### src/rtl/wwdg_params.svh
`ifndef WWDG_PARAMS_SVH
`define WWDG_PARAMS_SVH

// register byte offsets
`define WWDG_OFS_CTRL 12'h000
`define WWDG_OFS_RELOAD 12'h004
`define WWDG_OFS_WINDOW 12'h008
`define WWDG_OFS_SERVICE 12'h00C
`define WWDG_OFS_COUNT 12'h010
`define WWDG_OFS_STATUS 12'h014
`define WWDG_OFS_MASK 12'h018

// control field positions
`define WWDG_CTRL_EN 0
`define WWDG_CTRL_SLOW 1
`define WWDG_CTRL_HALT 2
`define WWDG_CTRL_WINEN 3

// status field positions
`define WWDG_ST_WARN 0
`define WWDG_ST_WINERR 1
`define WWDG_ST_EXPIRE 2

// reset values
`define WWDG_CTRL_RST 4'h4
`define WWDG_RELOAD_RST 8'h00
`define WWDG_WINDOW_RST 8'h00
`define WWDG_MASK_RST 3'h0
`define WWDG_STATUS_RST 3'h0

// service key, divider counts, warning point, reset pulse length
`define WWDG_SERVICE_KEY 32'h0000A5C3
`define WWDG_DIV_FAST 7'h01
`define WWDG_DIV_SLOW 7'h7F
`define WWDG_WARN_CNT 16'hFF80
`define WWDG_RST_CYC 4'hF

`endif

### src/rtl/wwdg_pkg.sv
package wwdg_pkg;
    typedef enum logic [1:0] {
        WWDG_IDLE,
        WWDG_RUN,
        WWDG_FAIL
    } wwdg_state_e;

    typedef struct packed {
        logic win_en;
        logic halt;
        logic slow;
        logic en;
    } wwdg_ctrl_s;

    typedef struct packed {
        logic expire;
        logic winerr;
        logic warn;
    } wwdg_evt_s;
endpackage

### src/rtl/wwdg_top.sv
`include "wwdg_params.svh"
// Overview of operation
// - watchdog is disabled after reset; no counting and no reset output
// - when enabled and counter expires unserviced, system reset is forced
// - in debug mode halt bit stops counting; halt bit resets to one
// - 16-bit counter advances at pclk/2 or pclk/128, chosen by software
// - counter is two cascaded 8-bit halves; upper steps on lower wrap
// - service loads counter upper byte from the programmed reload value
// - service clears the counter lower byte to zero
// - programmable window boundary limits when a service is accepted
// - warning before overflow raises the non-maskable interrupt request
module wwdg_top #(
    // depth of the debug input synchroniser
    parameter int SYNC_STAGES = 2
) (
    // apb clock and reset
    input wire logic pclk,
    input wire logic presetn,
    // apb slave
    input wire logic psel,
    input wire logic penable,
    input wire logic pwrite,
    input wire logic [11:0] paddr,
    input wire logic [31:0] pwdata,
    input wire logic [3:0] pstrb,
    output logic [31:0] prdata,
    output logic pready,
    output logic pslverr,
    // debug mode from core, asynchronous
    input wire logic debug_mode,
    // system side
    output logic sys_reset_req,
    output logic nmi_req,
    output logic irq
);

    wwdg_pkg::wwdg_state_e state_ff, nxt_state;
    wwdg_pkg::wwdg_ctrl_s ctrl_ff, nxt_ctrl;
    wwdg_pkg::wwdg_evt_s status_ff, nxt_status;
    wwdg_pkg::wwdg_evt_s mask_ff, nxt_mask;
    logic [7:0] reload_ff, nxt_reload;
    logic [7:0] window_ff, nxt_window;
    logic [7:0] cnt_lo_ff, nxt_cnt_lo;
    logic [7:0] cnt_hi_ff, nxt_cnt_hi;
    logic [6:0] div_ff, nxt_div;
    logic [3:0] rst_cnt_ff, nxt_rst_cnt;
    logic [SYNC_STAGES-1:0] dbg_sync_ff;
    logic [31:0] prdata_ff, nxt_prdata;
    logic pready_ff, pslverr_ff, nxt_pready, nxt_pslverr;
    logic sys_reset_ff, nmi_ff, irq_ff;
    logic nxt_sys_reset, nxt_nmi, nxt_irq;

    function automatic logic hit(input logic [11:0] a, input logic [11:0] o);
        hit = (a == o);
    endfunction

    // fewer stages would let a metastable level reach the counter
    if (SYNC_STAGES < 2) begin : g_sync_check
        $error("SYNC_STAGES must be two or more");
    end

    // bus decode: one wait state, write and read at the access cycle
    wire acc = psel && penable && !pready_ff;
    wire wr = acc && pwrite;
    wire rd = acc && !pwrite;
    wire all_lanes = &pstrb;
    wire a_ctrl = hit(paddr, `WWDG_OFS_CTRL);
    wire a_reload = hit(paddr, `WWDG_OFS_RELOAD);
    wire a_window = hit(paddr, `WWDG_OFS_WINDOW);
    wire a_service = hit(paddr, `WWDG_OFS_SERVICE);
    wire a_count = hit(paddr, `WWDG_OFS_COUNT);
    wire a_status = hit(paddr, `WWDG_OFS_STATUS);
    wire a_mask = hit(paddr, `WWDG_OFS_MASK);
    wire mapped = a_ctrl | a_reload | a_window | a_service | a_count
        | a_status | a_mask;

    wire [15:0] count = {cnt_hi_ff, cnt_lo_ff};
    wire running = (state_ff == wwdg_pkg::WWDG_RUN);
    // halt only while debug is really active
    wire halted = ctrl_ff.halt && dbg_sync_ff[SYNC_STAGES-1];
    wire [6:0] div_top = ctrl_ff.slow ? `WWDG_DIV_SLOW
        : `WWDG_DIV_FAST;
    // >= so a slow to fast switch cannot skip a whole divider lap
    wire tick = running && !halted && (div_ff >= div_top);
    // a wrong key is no service; keeps a runaway store from feeding the dog
    wire service = wr && a_service && all_lanes
        && (pwdata == `WWDG_SERVICE_KEY);
    wire early = ctrl_ff.win_en && (cnt_hi_ff < window_ff);
    wire svc_ok = running && service && !early;
    wire svc_bad = running && service && early;
    wire lo_wrap = tick && (cnt_lo_ff == 8'hFF);
    wire expire = lo_wrap && (cnt_hi_ff == 8'hFF);
    wire warn_hit = tick
        && (count == (`WWDG_WARN_CNT - 16'h0001));
    wire [7:0] ctrl_rd = {4'h0, ctrl_ff};
    wire [7:0] st_rd = {5'h00, status_ff};
    wire [7:0] mask_rd = {5'h00, mask_ff};
    wire [31:0] rd_mux = a_ctrl ? {24'h000000, ctrl_rd}
        : a_reload ? {24'h000000, reload_ff}
        : a_window ? {24'h000000, window_ff}
        : a_count ? {16'h0000, count}
        : a_status ? {24'h000000, st_rd}
        : a_mask ? {24'h000000, mask_rd}
        : 32'h00000000;

    wwdg_pkg::wwdg_evt_s evt;
    assign evt.warn = warn_hit;
    assign evt.winerr = svc_bad;
    assign evt.expire = expire;

    always_comb begin
        nxt_state = state_ff;
        case (state_ff)
            wwdg_pkg::WWDG_IDLE: begin
                if (ctrl_ff.en) begin
                    nxt_state = wwdg_pkg::WWDG_RUN;
                end
            end
            wwdg_pkg::WWDG_RUN: begin
                if (expire || svc_bad) begin
                    nxt_state = wwdg_pkg::WWDG_FAIL;
                end else if (!ctrl_ff.en) begin
                    nxt_state = wwdg_pkg::WWDG_IDLE;
                end
            end
            wwdg_pkg::WWDG_FAIL: begin
                // reset pulse runs out, then back to the disabled state
                if (rst_cnt_ff == 4'h0) begin
                    nxt_state = wwdg_pkg::WWDG_IDLE;
                end
            end
            default: nxt_state = wwdg_pkg::WWDG_IDLE;
        endcase
    end

    always_comb begin
        nxt_div = div_ff;
        if (!running || halted || tick) begin
            nxt_div = 7'h00;
        end else begin
            nxt_div = div_ff + 7'h01;
        end
    end

    always_comb begin
        nxt_cnt_lo = cnt_lo_ff;
        nxt_cnt_hi = cnt_hi_ff;
        if (svc_ok || (state_ff == wwdg_pkg::WWDG_IDLE)) begin
            nxt_cnt_hi = reload_ff;
            nxt_cnt_lo = 8'h00;
        end else if (tick) begin
            nxt_cnt_lo = cnt_lo_ff + 8'h01;
            if (lo_wrap) begin
                nxt_cnt_hi = cnt_hi_ff + 8'h01;
            end
        end
    end

    always_comb begin
        nxt_rst_cnt = rst_cnt_ff;
        if (state_ff == wwdg_pkg::WWDG_FAIL) begin
            if (rst_cnt_ff != 4'h0) begin
                nxt_rst_cnt = rst_cnt_ff - 4'h1;
            end
        end else begin
            nxt_rst_cnt = `WWDG_RST_CYC;
        end
    end

    always_comb begin
        nxt_ctrl = ctrl_ff;
        nxt_reload = reload_ff;
        nxt_window = window_ff;
        nxt_mask = mask_ff;
        if (wr && pstrb[0]) begin
            if (a_ctrl) begin
                nxt_ctrl = pwdata[3:0];
            end
            if (a_reload) begin
                nxt_reload = pwdata[7:0];
            end
            if (a_window) begin
                nxt_window = pwdata[7:0];
            end
            if (a_mask) begin
                nxt_mask = pwdata[2:0];
            end
        end
        // a failure drops the enable so the dog stays off after the reset
        if (state_ff == wwdg_pkg::WWDG_FAIL) begin
            nxt_ctrl.en = 1'b0;
        end
    end

    // write one to clear; a new event in the same cycle wins
    wire [2:0] clr = (wr && pstrb[0] && a_status) ? pwdata[2:0] : 3'h0;
    wire [2:0] evt_bits = evt;
    wire [2:0] old_bits = status_ff;
    logic [2:0] nxt_st_bits;
    for (genvar gb = 0; gb < 3; gb++) begin : g_sticky
        assign nxt_st_bits[gb] = evt_bits[gb]
            | (old_bits[gb] & ~clr[gb]);
    end
    assign nxt_status = nxt_st_bits;

    assign nxt_pready = acc;
    assign nxt_pslverr = acc && !mapped;
    assign nxt_prdata = rd ? rd_mux : 32'h00000000;
    assign nxt_sys_reset = (nxt_state == wwdg_pkg::WWDG_FAIL);
    // warning feeds the nmi line for as long as the flag stands
    assign nxt_nmi = nxt_status.warn;
    assign nxt_irq = |(nxt_status & nxt_mask);

    always_ff @(posedge pclk or negedge presetn) begin
        if (!presetn) begin
            state_ff <= wwdg_pkg::WWDG_IDLE;
        end else begin
            state_ff <= nxt_state;
        end
    end

    // halt bit comes up set, so a debugger never trips the dog
    always_ff @(posedge pclk or negedge presetn) begin
        if (!presetn) begin
            ctrl_ff <= `WWDG_CTRL_RST;
        end else begin
            ctrl_ff <= nxt_ctrl;
        end
    end

    always_ff @(posedge pclk or negedge presetn) begin
        if (!presetn) begin
            reload_ff <= `WWDG_RELOAD_RST;
        end else begin
            reload_ff <= nxt_reload;
        end
    end

    always_ff @(posedge pclk or negedge presetn) begin
        if (!presetn) begin
            window_ff <= `WWDG_WINDOW_RST;
        end else begin
            window_ff <= nxt_window;
        end
    end

    always_ff @(posedge pclk or negedge presetn) begin
        if (!presetn) begin
            mask_ff <= `WWDG_MASK_RST;
        end else begin
            mask_ff <= nxt_mask;
        end
    end

    always_ff @(posedge pclk or negedge presetn) begin
        if (!presetn) begin
            status_ff <= `WWDG_STATUS_RST;
        end else begin
            status_ff <= nxt_status;
        end
    end

    // both halves move on one edge so a read never sees a torn count
    always_ff @(posedge pclk or negedge presetn) begin
        if (!presetn) begin
            cnt_lo_ff <= 8'h00;
            cnt_hi_ff <= 8'h00;
        end else begin
            cnt_lo_ff <= nxt_cnt_lo;
            cnt_hi_ff <= nxt_cnt_hi;
        end
    end

    always_ff @(posedge pclk or negedge presetn) begin
        if (!presetn) begin
            div_ff <= 7'h00;
        end else begin
            div_ff <= nxt_div;
        end
    end

    always_ff @(posedge pclk or negedge presetn) begin
        if (!presetn) begin
            rst_cnt_ff <= `WWDG_RST_CYC;
        end else begin
            rst_cnt_ff <= nxt_rst_cnt;
        end
    end

    // only the last stage is read; the pin is asynchronous
    for (genvar gs = 0; gs < SYNC_STAGES; gs++) begin : g_sync
        wire stage_in;
        if (gs == 0) begin : g_pin
            assign stage_in = debug_mode;
        end else begin : g_chain
            assign stage_in = dbg_sync_ff[gs - 1];
        end
        always_ff @(posedge pclk or negedge presetn) begin
            if (!presetn) begin
                dbg_sync_ff[gs] <= 1'b0;
            end else begin
                dbg_sync_ff[gs] <= stage_in;
            end
        end
    end

    // bus answer, one cycle wide
    always_ff @(posedge pclk or negedge presetn) begin
        if (!presetn) begin
            prdata_ff <= 32'h00000000;
            pready_ff <= 1'b0;
            pslverr_ff <= 1'b0;
        end else begin
            prdata_ff <= nxt_prdata;
            pready_ff <= nxt_pready;
            pslverr_ff <= nxt_pslverr;
        end
    end

    // system lines registered so no decode glitch reaches them
    always_ff @(posedge pclk or negedge presetn) begin
        if (!presetn) begin
            sys_reset_ff <= 1'b0;
            nmi_ff <= 1'b0;
            irq_ff <= 1'b0;
        end else begin
            sys_reset_ff <= nxt_sys_reset;
            nmi_ff <= nxt_nmi;
            irq_ff <= nxt_irq;
        end
    end

    assign prdata = prdata_ff;
    assign pready = pready_ff;
    assign pslverr = pslverr_ff;
    assign sys_reset_req = sys_reset_ff;
    assign nmi_req = nmi_ff;
    assign irq = irq_ff;

endmodule

### config.mk
export PLATFORM = sky130hd
export DESIGN_NAME = wwdg_top
export DESIGN_NICKNAME = d
export VERILOG_FILES = /design/src/rtl/wwdg_pkg.sv /design/src/rtl/wwdg_top.sv
export VERILOG_INCLUDE_DIRS = /design/src /design/src/rtl
export SDC_FILE = /design/constraint.sdc
export NUM_CORES = 1
export LEC_CHECK = 0
export CORE_MARGIN = 2
export CORE_UTILIZATION = 60
export CTS_BUF_LIST = sky130_fd_sc_hd__clkbuf_16
export CTS_CLUSTER_SIZE = 14
export DETAILED_ROUTE_END_ITERATION = 8
export DONT_BUFFER_PORTS = 1
export GPL_ROUTABILITY_DRIVEN = 0
export GPL_TIMING_DRIVEN = 0
export PLACE_DENSITY = 0.86
export SLEW_MARGIN = 20
export SYNTH_ARGS = -nofsm -noshare
export SYNTH_HDL_FRONTEND = slang
export SYNTH_SLANG_ARGS = --single-unit
### constraint.sdc
create_clock -name pclk -period 3.2 [get_ports pclk]
set_input_delay 0.8 -clock pclk [delete_from_list [all_inputs] [get_ports pclk]]
set_output_delay 0.8 -clock pclk [all_outputs]
set_load 0.01 [all_outputs]
After elaboration in Yosys (flattened, before gate mapping)
Index checks and enable logic that the tools add are counted.
- register bits after elaboration: 77
- input port bits: 54
- logic and storage cells: 132
- add/sub/neg operators: 4
- $lt $le $gt $ge: 2
- equal/unequal tests: 14
- multiplexer cells: 27
- bitwise logic cells: 16
- reduce and logical (&&, ||, !) cells: 45
- operators by type and width (kind ; number):
    2-to-1 mux 16 bit ; 5
    2-to-1 mux 8 bit ; 5
    equality test 12 x 5 -> 1 bit (second input constant) ; 3
    equality test 32 x 16 -> 1 bit (second input constant) ; 1
    equality test 12 x 4 -> 1 bit (second input constant) ; 2
    logical AND 1 bit ; 20
    adder 8 x 1 -> 8 bit (second input constant) ; 2
    equality test 16 bit (second input constant) ; 1
    equality test 8 bit (second input constant) ; 2
    2-to-1 mux 3 bit ; 5
    2-to-1 mux 7 bit ; 2
    equality test 12 x 3 -> 1 bit (second input constant) ; 1
    zero test 12 bit ; 1
    AND reduction 2 bit ; 5
    OR 1 bit ; 9
    less-than comparator 8 bit ; 1
    2-to-1 mux 2 bit ; 4
    2-to-1 mux 4 bit ; 2
    nonzero test 2 bit ; 4
    adder 7 x 1 -> 7 bit (second input constant) ; 1
    >= comparator 7 bit ; 1
    zero test 1 bit ; 6
    case mux 2 bit (3 select lines) ; 1
    equality test 2 bit (second input constant) ; 2
    13 further kinds ; 22

Longest topological paths before layout
- depth in word-level cells: 12
- mapped depth: 9
- gate-level depth less buffers: 8

Worst setup path before layout
No wires, ideal clock.
- path type: input port to flip-flop
- from: input paddr[7]
- to: register cnt_hi_ff[2]
- setup time: 0.127 ns
- data arrival time: 2.933 ns
- path slack: 0.139 ns
- stages on the path: 8
- buffers on the path: 2
- cells stage by stage: or4_4 or4_4 buf_6 nor4_4 nand2b_1 o21ai_4 buf_6 mux2_1
- word-level cells in the longest chain between the ends: 9
- elaborated cells on any way between the ends: 11
- RTL lines (item ; line ; text):
    start, declared ; wwdg_top.sv:23 ; input wire logic [11:0] paddr,
    equality test 12 x 4 -> 1 bit * ; wwdg_top.sv:54 ; hit = (a == o);
    logical AND 1 bit * (3 in a row) ; wwdg_top.sv:86 ; wire service = wr && a_service && all_lanes
    logical AND 1 bit * (2 in a row) ; wwdg_top.sv:89 ; wire svc_ok = running && service && !early;
    logical OR 1 bit * ; wwdg_top.sv:148 ; if (svc_ok || (state_ff == wwdg_pkg::WWDG_IDLE)) begin
    nonzero test 2 bit (no line) ; n/a ;
    AND reduction 2 bit (no line) ; n/a ;
    end signal, assigned ; wwdg_top.sv:270 ; cnt_hi_ff <= nxt_cnt_hi;
    end, declared ; wwdg_top.sv:44 ; logic [7:0] cnt_hi_ff, nxt_cnt_hi;
Mark *: on every way between the ends. The rest lies on a longest branch, timed or not.
A chain may end at the register's enable or synchronous reset.

Worst setup path in the final report
- from: input paddr[7]
- to: register cnt_hi_ff[3]
The elaborated chain is that of the path after synthesis.

==> results.py <==
metrics = {
    "clock_network": {
        "h-tree-depth": 3,
        "cts_buffers": 9,
        "cts_root_buffer": "clkbuf_16",
        "cts_max_path_buffers": 2,
        "clkLatencyLatePin_ns": 0.34,
        "cts_resized": 0,
        "postCtsSetupBuffers": 0,
        "postCtsHoldBufs": 0,
        "cts.clk_slew.worst_paths_ns": 0.06,
        "clock-sinks": 77,
        "tritoncts": "done",
    },
    "critical_path": {
        "end_kind": "flop",
        "cp.arrival_ns": 3.10,
        "cp_slowest_cell": "or4_4",
        "reg2reg_depth": 8,
        "path_delay_family": "simple AND/OR/NAND/NOR gates",
        "worstReg2RegEnd": "irq",
        "path_max_fanout": 10,
        "timing.rr.start": "ctrl_ff[1]",
        "crit_chain": "or4_4 > or4_4 > buf_6 > nor4_4 > nand2b_1 > o21ai_4 > buf_6 > mux2_1",
        "crit_type": "input pin to flop",
        "crit_buf_inv": 2,
        "cp-start-kind": "input pin",
        "slowest_delay_ns": 0.54,
        "r2r_setup_slack_ns": 0.56,
        "worstPathRequired_ns": 3.41,
    },
    "cells_and_area": {
        "final_net_count": 503,
        "n_antenna_cell": 0,
        "multiInputGateArea_sq_um": 2010,
        "fillers": 497,
        "regArea_sq_um": 1930,
        "layout-drive-gt1-share": 0.165,
        "fin_area_sq_um": 4630,
        "area_growth_pct": 11.6,
        "utilization": 0.686,
    },
    "routing": {
        "via_per_inst": 6.02,
        "vias": 3114,
        "drc": 0,
        "wl_per_cell_um": 18.1,
        "drt_first_iter_violations": 257,
        "drt.antenna.violating_nets": 0,
        "dr.pass1.iters": 4,
        "routed_wl_mm": 9.37,
    },
    "power": {
        "power.density_nw_per_um2": 461,
        "pwr-share-seq": 0.459,
        "power_switching_mw": 0.445,
        "swShare": 0.208,
        "ir_drop_mv": 0.291,
        "pwr-share-clk": 0.511,
        "p_int_mw": 1.69,
        "p_leak_nw": 2.11,
        "p_comb_frac": 0.030,
    },
    "die": {
        "io_pins": 91,
        "rows": 30,
        "start_util": 0.615,
        "die_h_um": 87.2,
        "die-area_sq_um": 7600,
        "core_area_sq_um": 6760,
        "fp.dieW_um": 87.2,
    },
    "sta": {
        "period_needed_ns": 2.88,
        "finalHoldViolations": 0,
        "setup_violations": 0,
        "tightest_slew_ns": 0.839,
        "drv_slew": 0,
        "timing.fmax_mhz": 347,
        "rsz0062_at_grt": "false",
        "finClkSkew_ns": 0.00414,
        "relSlewSlack": 0.439,
        "period_share": 0.901,
        "fin_ws_ns": 0.317,
    },
    "synthesis": {
        "ys_seq_area_frac": 0.466,
        "synthXorXnorAreaFrac": 0.0422,
        "synth-edff-count": 0,
        "synth_seq_cells": 77,
        "avgSynthCellArea_sq_um": 10.2,
        "synth-adder-area-share": 0.0512,
        "synth_compound_area_frac": 0.0970,
        "yosys_warnings": 0,
        "synth-simple-area-share": 0.205,
        "async_flop_share": 1.00,
        "syn_area_sq_um": 4150,
        "synth_top_family_by_area": "simple AND/OR/NAND/NOR gates",
        "synth.distinct_cells": 51,
        "muxShareOfSynthArea": 0.0747,
        "ys.flop_type": "dfrtp_1",
        "syn-instance-count": 406,
    },
    "global_route": {
        "grt_max_degree": 78,
        "grt-ovfl-total": 0,
        "antenna_found_initial": 0,
        "grt_pass1_vias": 3123,
        "grtUsageTotal": 0.268,
        "grt_first_pass_wirelength_mm": 15.5,
    },
    "placement": {
        "place_area_sq_um": 4310,
        "place_ws_ns": -0.0142,
        "dp_hpwl_mm": 6.73,
        "port_buffers": 0,
    },
    "job": {
        "maxCapViolCount": 0,
    },
    "worst_hold_path": {
        "min_path_type": "input pin to asynchronous set/reset pin",
    },
    "status": {
        "outcome": "finished, final reports clean",
    },
}
-- state kept, by name (all words and copies together), names as in the netlist, 2 cells and up --
name / cells
ctrl_ff: 4
div_ff: 7
cnt_lo_ff: 8
reload_ff: 8
prdata: 16
cnt_hi_ff: 8
mask_ff: 3
state_ff: 2
window_ff: 8
old_bits: 2
rst_cnt_ff: 4
-- per-stage QoR --
stage	TNS [ns]	hold WS, ns	total power, mW	instances
finish	0	0.154	2.13	517
global route	0	0.142	2.20	517
CTS	0	0.148	2.15	517
detailed placement	-0.0142	0.348	1.06	501
global placement	0	0.335	1.06	501
floorplan	0	0.331	1.05	421
-- cell usage after synthesis (2+ instances only) --
library cell | instances | area, sq um
and3_1 | 4 | 25.0
nor4bb_1 | 3 | 30.0
nand3_1 | 15 | 75.1
buf_6 | 3 | 33.8
o2bb2ai_1 | 3 | 26.3
xnor2_1 | 9 | 78.8
nor2b_1 | 3 | 18.8
or4_4 | 2 | 22.5
and2_1 | 11 | 68.8
buf_4 | 17 | 128
nor4b_1 | 2 | 17.5
dfrtp_1 | 72 | 1800
a31oi_1 | 4 | 25.0
nand2_1 | 35 | 131
o21ai_0 | 19 | 95.1
clkbuf_1 | 6 | 22.5
mux2_1 | 2 | 22.5
nand4_1 | 9 | 56.3
a21oi_1 | 24 | 120
nor2_1 | 25 | 93.8
or3_1 | 4 | 25.0
a211oi_1 | 7 | 52.6
inv_1 | 20 | 75.1
nand2b_1 | 6 | 37.5
xor2_1 | 11 | 96.3
and4b_1 | 2 | 20.0
nor4_1 | 8 | 50.1
ha_1 | 17 | 213
nor4_4 | 2 | 42.5
mux2i_1 | 4 | 40.0
nor3_1 | 11 | 55.1
nand3b_1 | 2 | 15.0
dfstp_2 | 5 | 131
mux2_2 | 22 | 248
-- power groups by stage --
stage          Sequential [mW]  Combinational (mW)  Clock [mW]
6_report                 0.979              0.0637        1.09
5_1_grt                  0.979              0.0702        1.16
4_1_cts                  0.979              0.0622        1.11
3_5_place_dp             0.997              0.0615           0
3_3_place_gp             0.997              0.0607           0
2_1_floorplan            0.996              0.0541           0
-- how the worst max path moves through the flow --
stage / endpoint / start / slack (ns) / cells past startpoint
finish: cnt_hi_ff[3] / paddr[7] / 0.32 / 8
global route: irq / ctrl_ff[1] / 0.23 / 8
CTS: cnt_hi_ff[3] / paddr[7] / 0.34 / 8
detailed placement: cnt_hi_ff[3] / paddr[7] / -0.01 / 8
global placement: cnt_hi_ff[2] / paddr[7] / 0.01 / 8
floorplan: cnt_hi_ff[2] / paddr[7] / 0.14 / 8
-- routing by layer --
| layer | track usage | wire [um] |
|---|---|---|
| met4 | 0.0951 | 216 |
| met5 | 0 | 0 |
| met1 | 0.344 | 3890 |
| met2 | 0.433 | 4680 |
| met3 | 0.0806 | 584 |
-- cells by family (layout without fill, tap and decap cells) --
kind of cell	after synthesis	in the layout
xor+xnor	20	20
simple gates	150	150
buf+inv	47	63
compound gates	66	66
other cells	1	16
fa+ha+maj	17	17
flops	77	77
mux	28	28
-- worst register-to-register path: stages, from the launching register on --
cell     delay [ns]
dfrtp_1        0.39
inv_1          0.18
ha_1           0.30
a21oi_1        0.12
o21ai_0        0.15
o21ai_1        0.64
or3_1          0.33
nand2_1        0.11
a221o_1        0.30
-- layout make-up --
| type | count | area share |
|---|---|---|
| multi-input combinational | 297 | 0.435 |
| sequential | 77 | 0.417 |
| clock buffer | 9 | 0.0486 |
| buffer | 27 | 0.0405 |
| tap | 80 | 0.0216 |
| clock inverter | 7 | 0.0213 |
| inverter | 20 | 0.0162 |
-- placed cells by master, fill, tap and decap left out, types with 3 or more instances in the layout --
cell / instances
a21oi_1: 24
clkinvlp_4: 4
and3_1: 4
a31oi_1: 4
o2bb2ai_1: 3
a211oi_1: 7
and2_1: 11
dfstp_2: 5
clkbuf_1: 6
or3_1: 4
nand2_1: 35
nor2b_1: 3
nand4_1: 9
nor3_1: 11
nor2_1: 25
nor4bb_1: 3
mux2i_1: 4
mux2_2: 22
inv_1: 20
buf_4: 17
xnor2_1: 9
ha_1: 17
nand2b_1: 6
buf_6: 3
conb_1: 16
o21ai_0: 19
nor4_1: 8
clkbuf_16: 9
dfrtp_1: 72
xor2_1: 11
nand3_1: 15
Note: power is estimated with default switching activity, not from simulation.
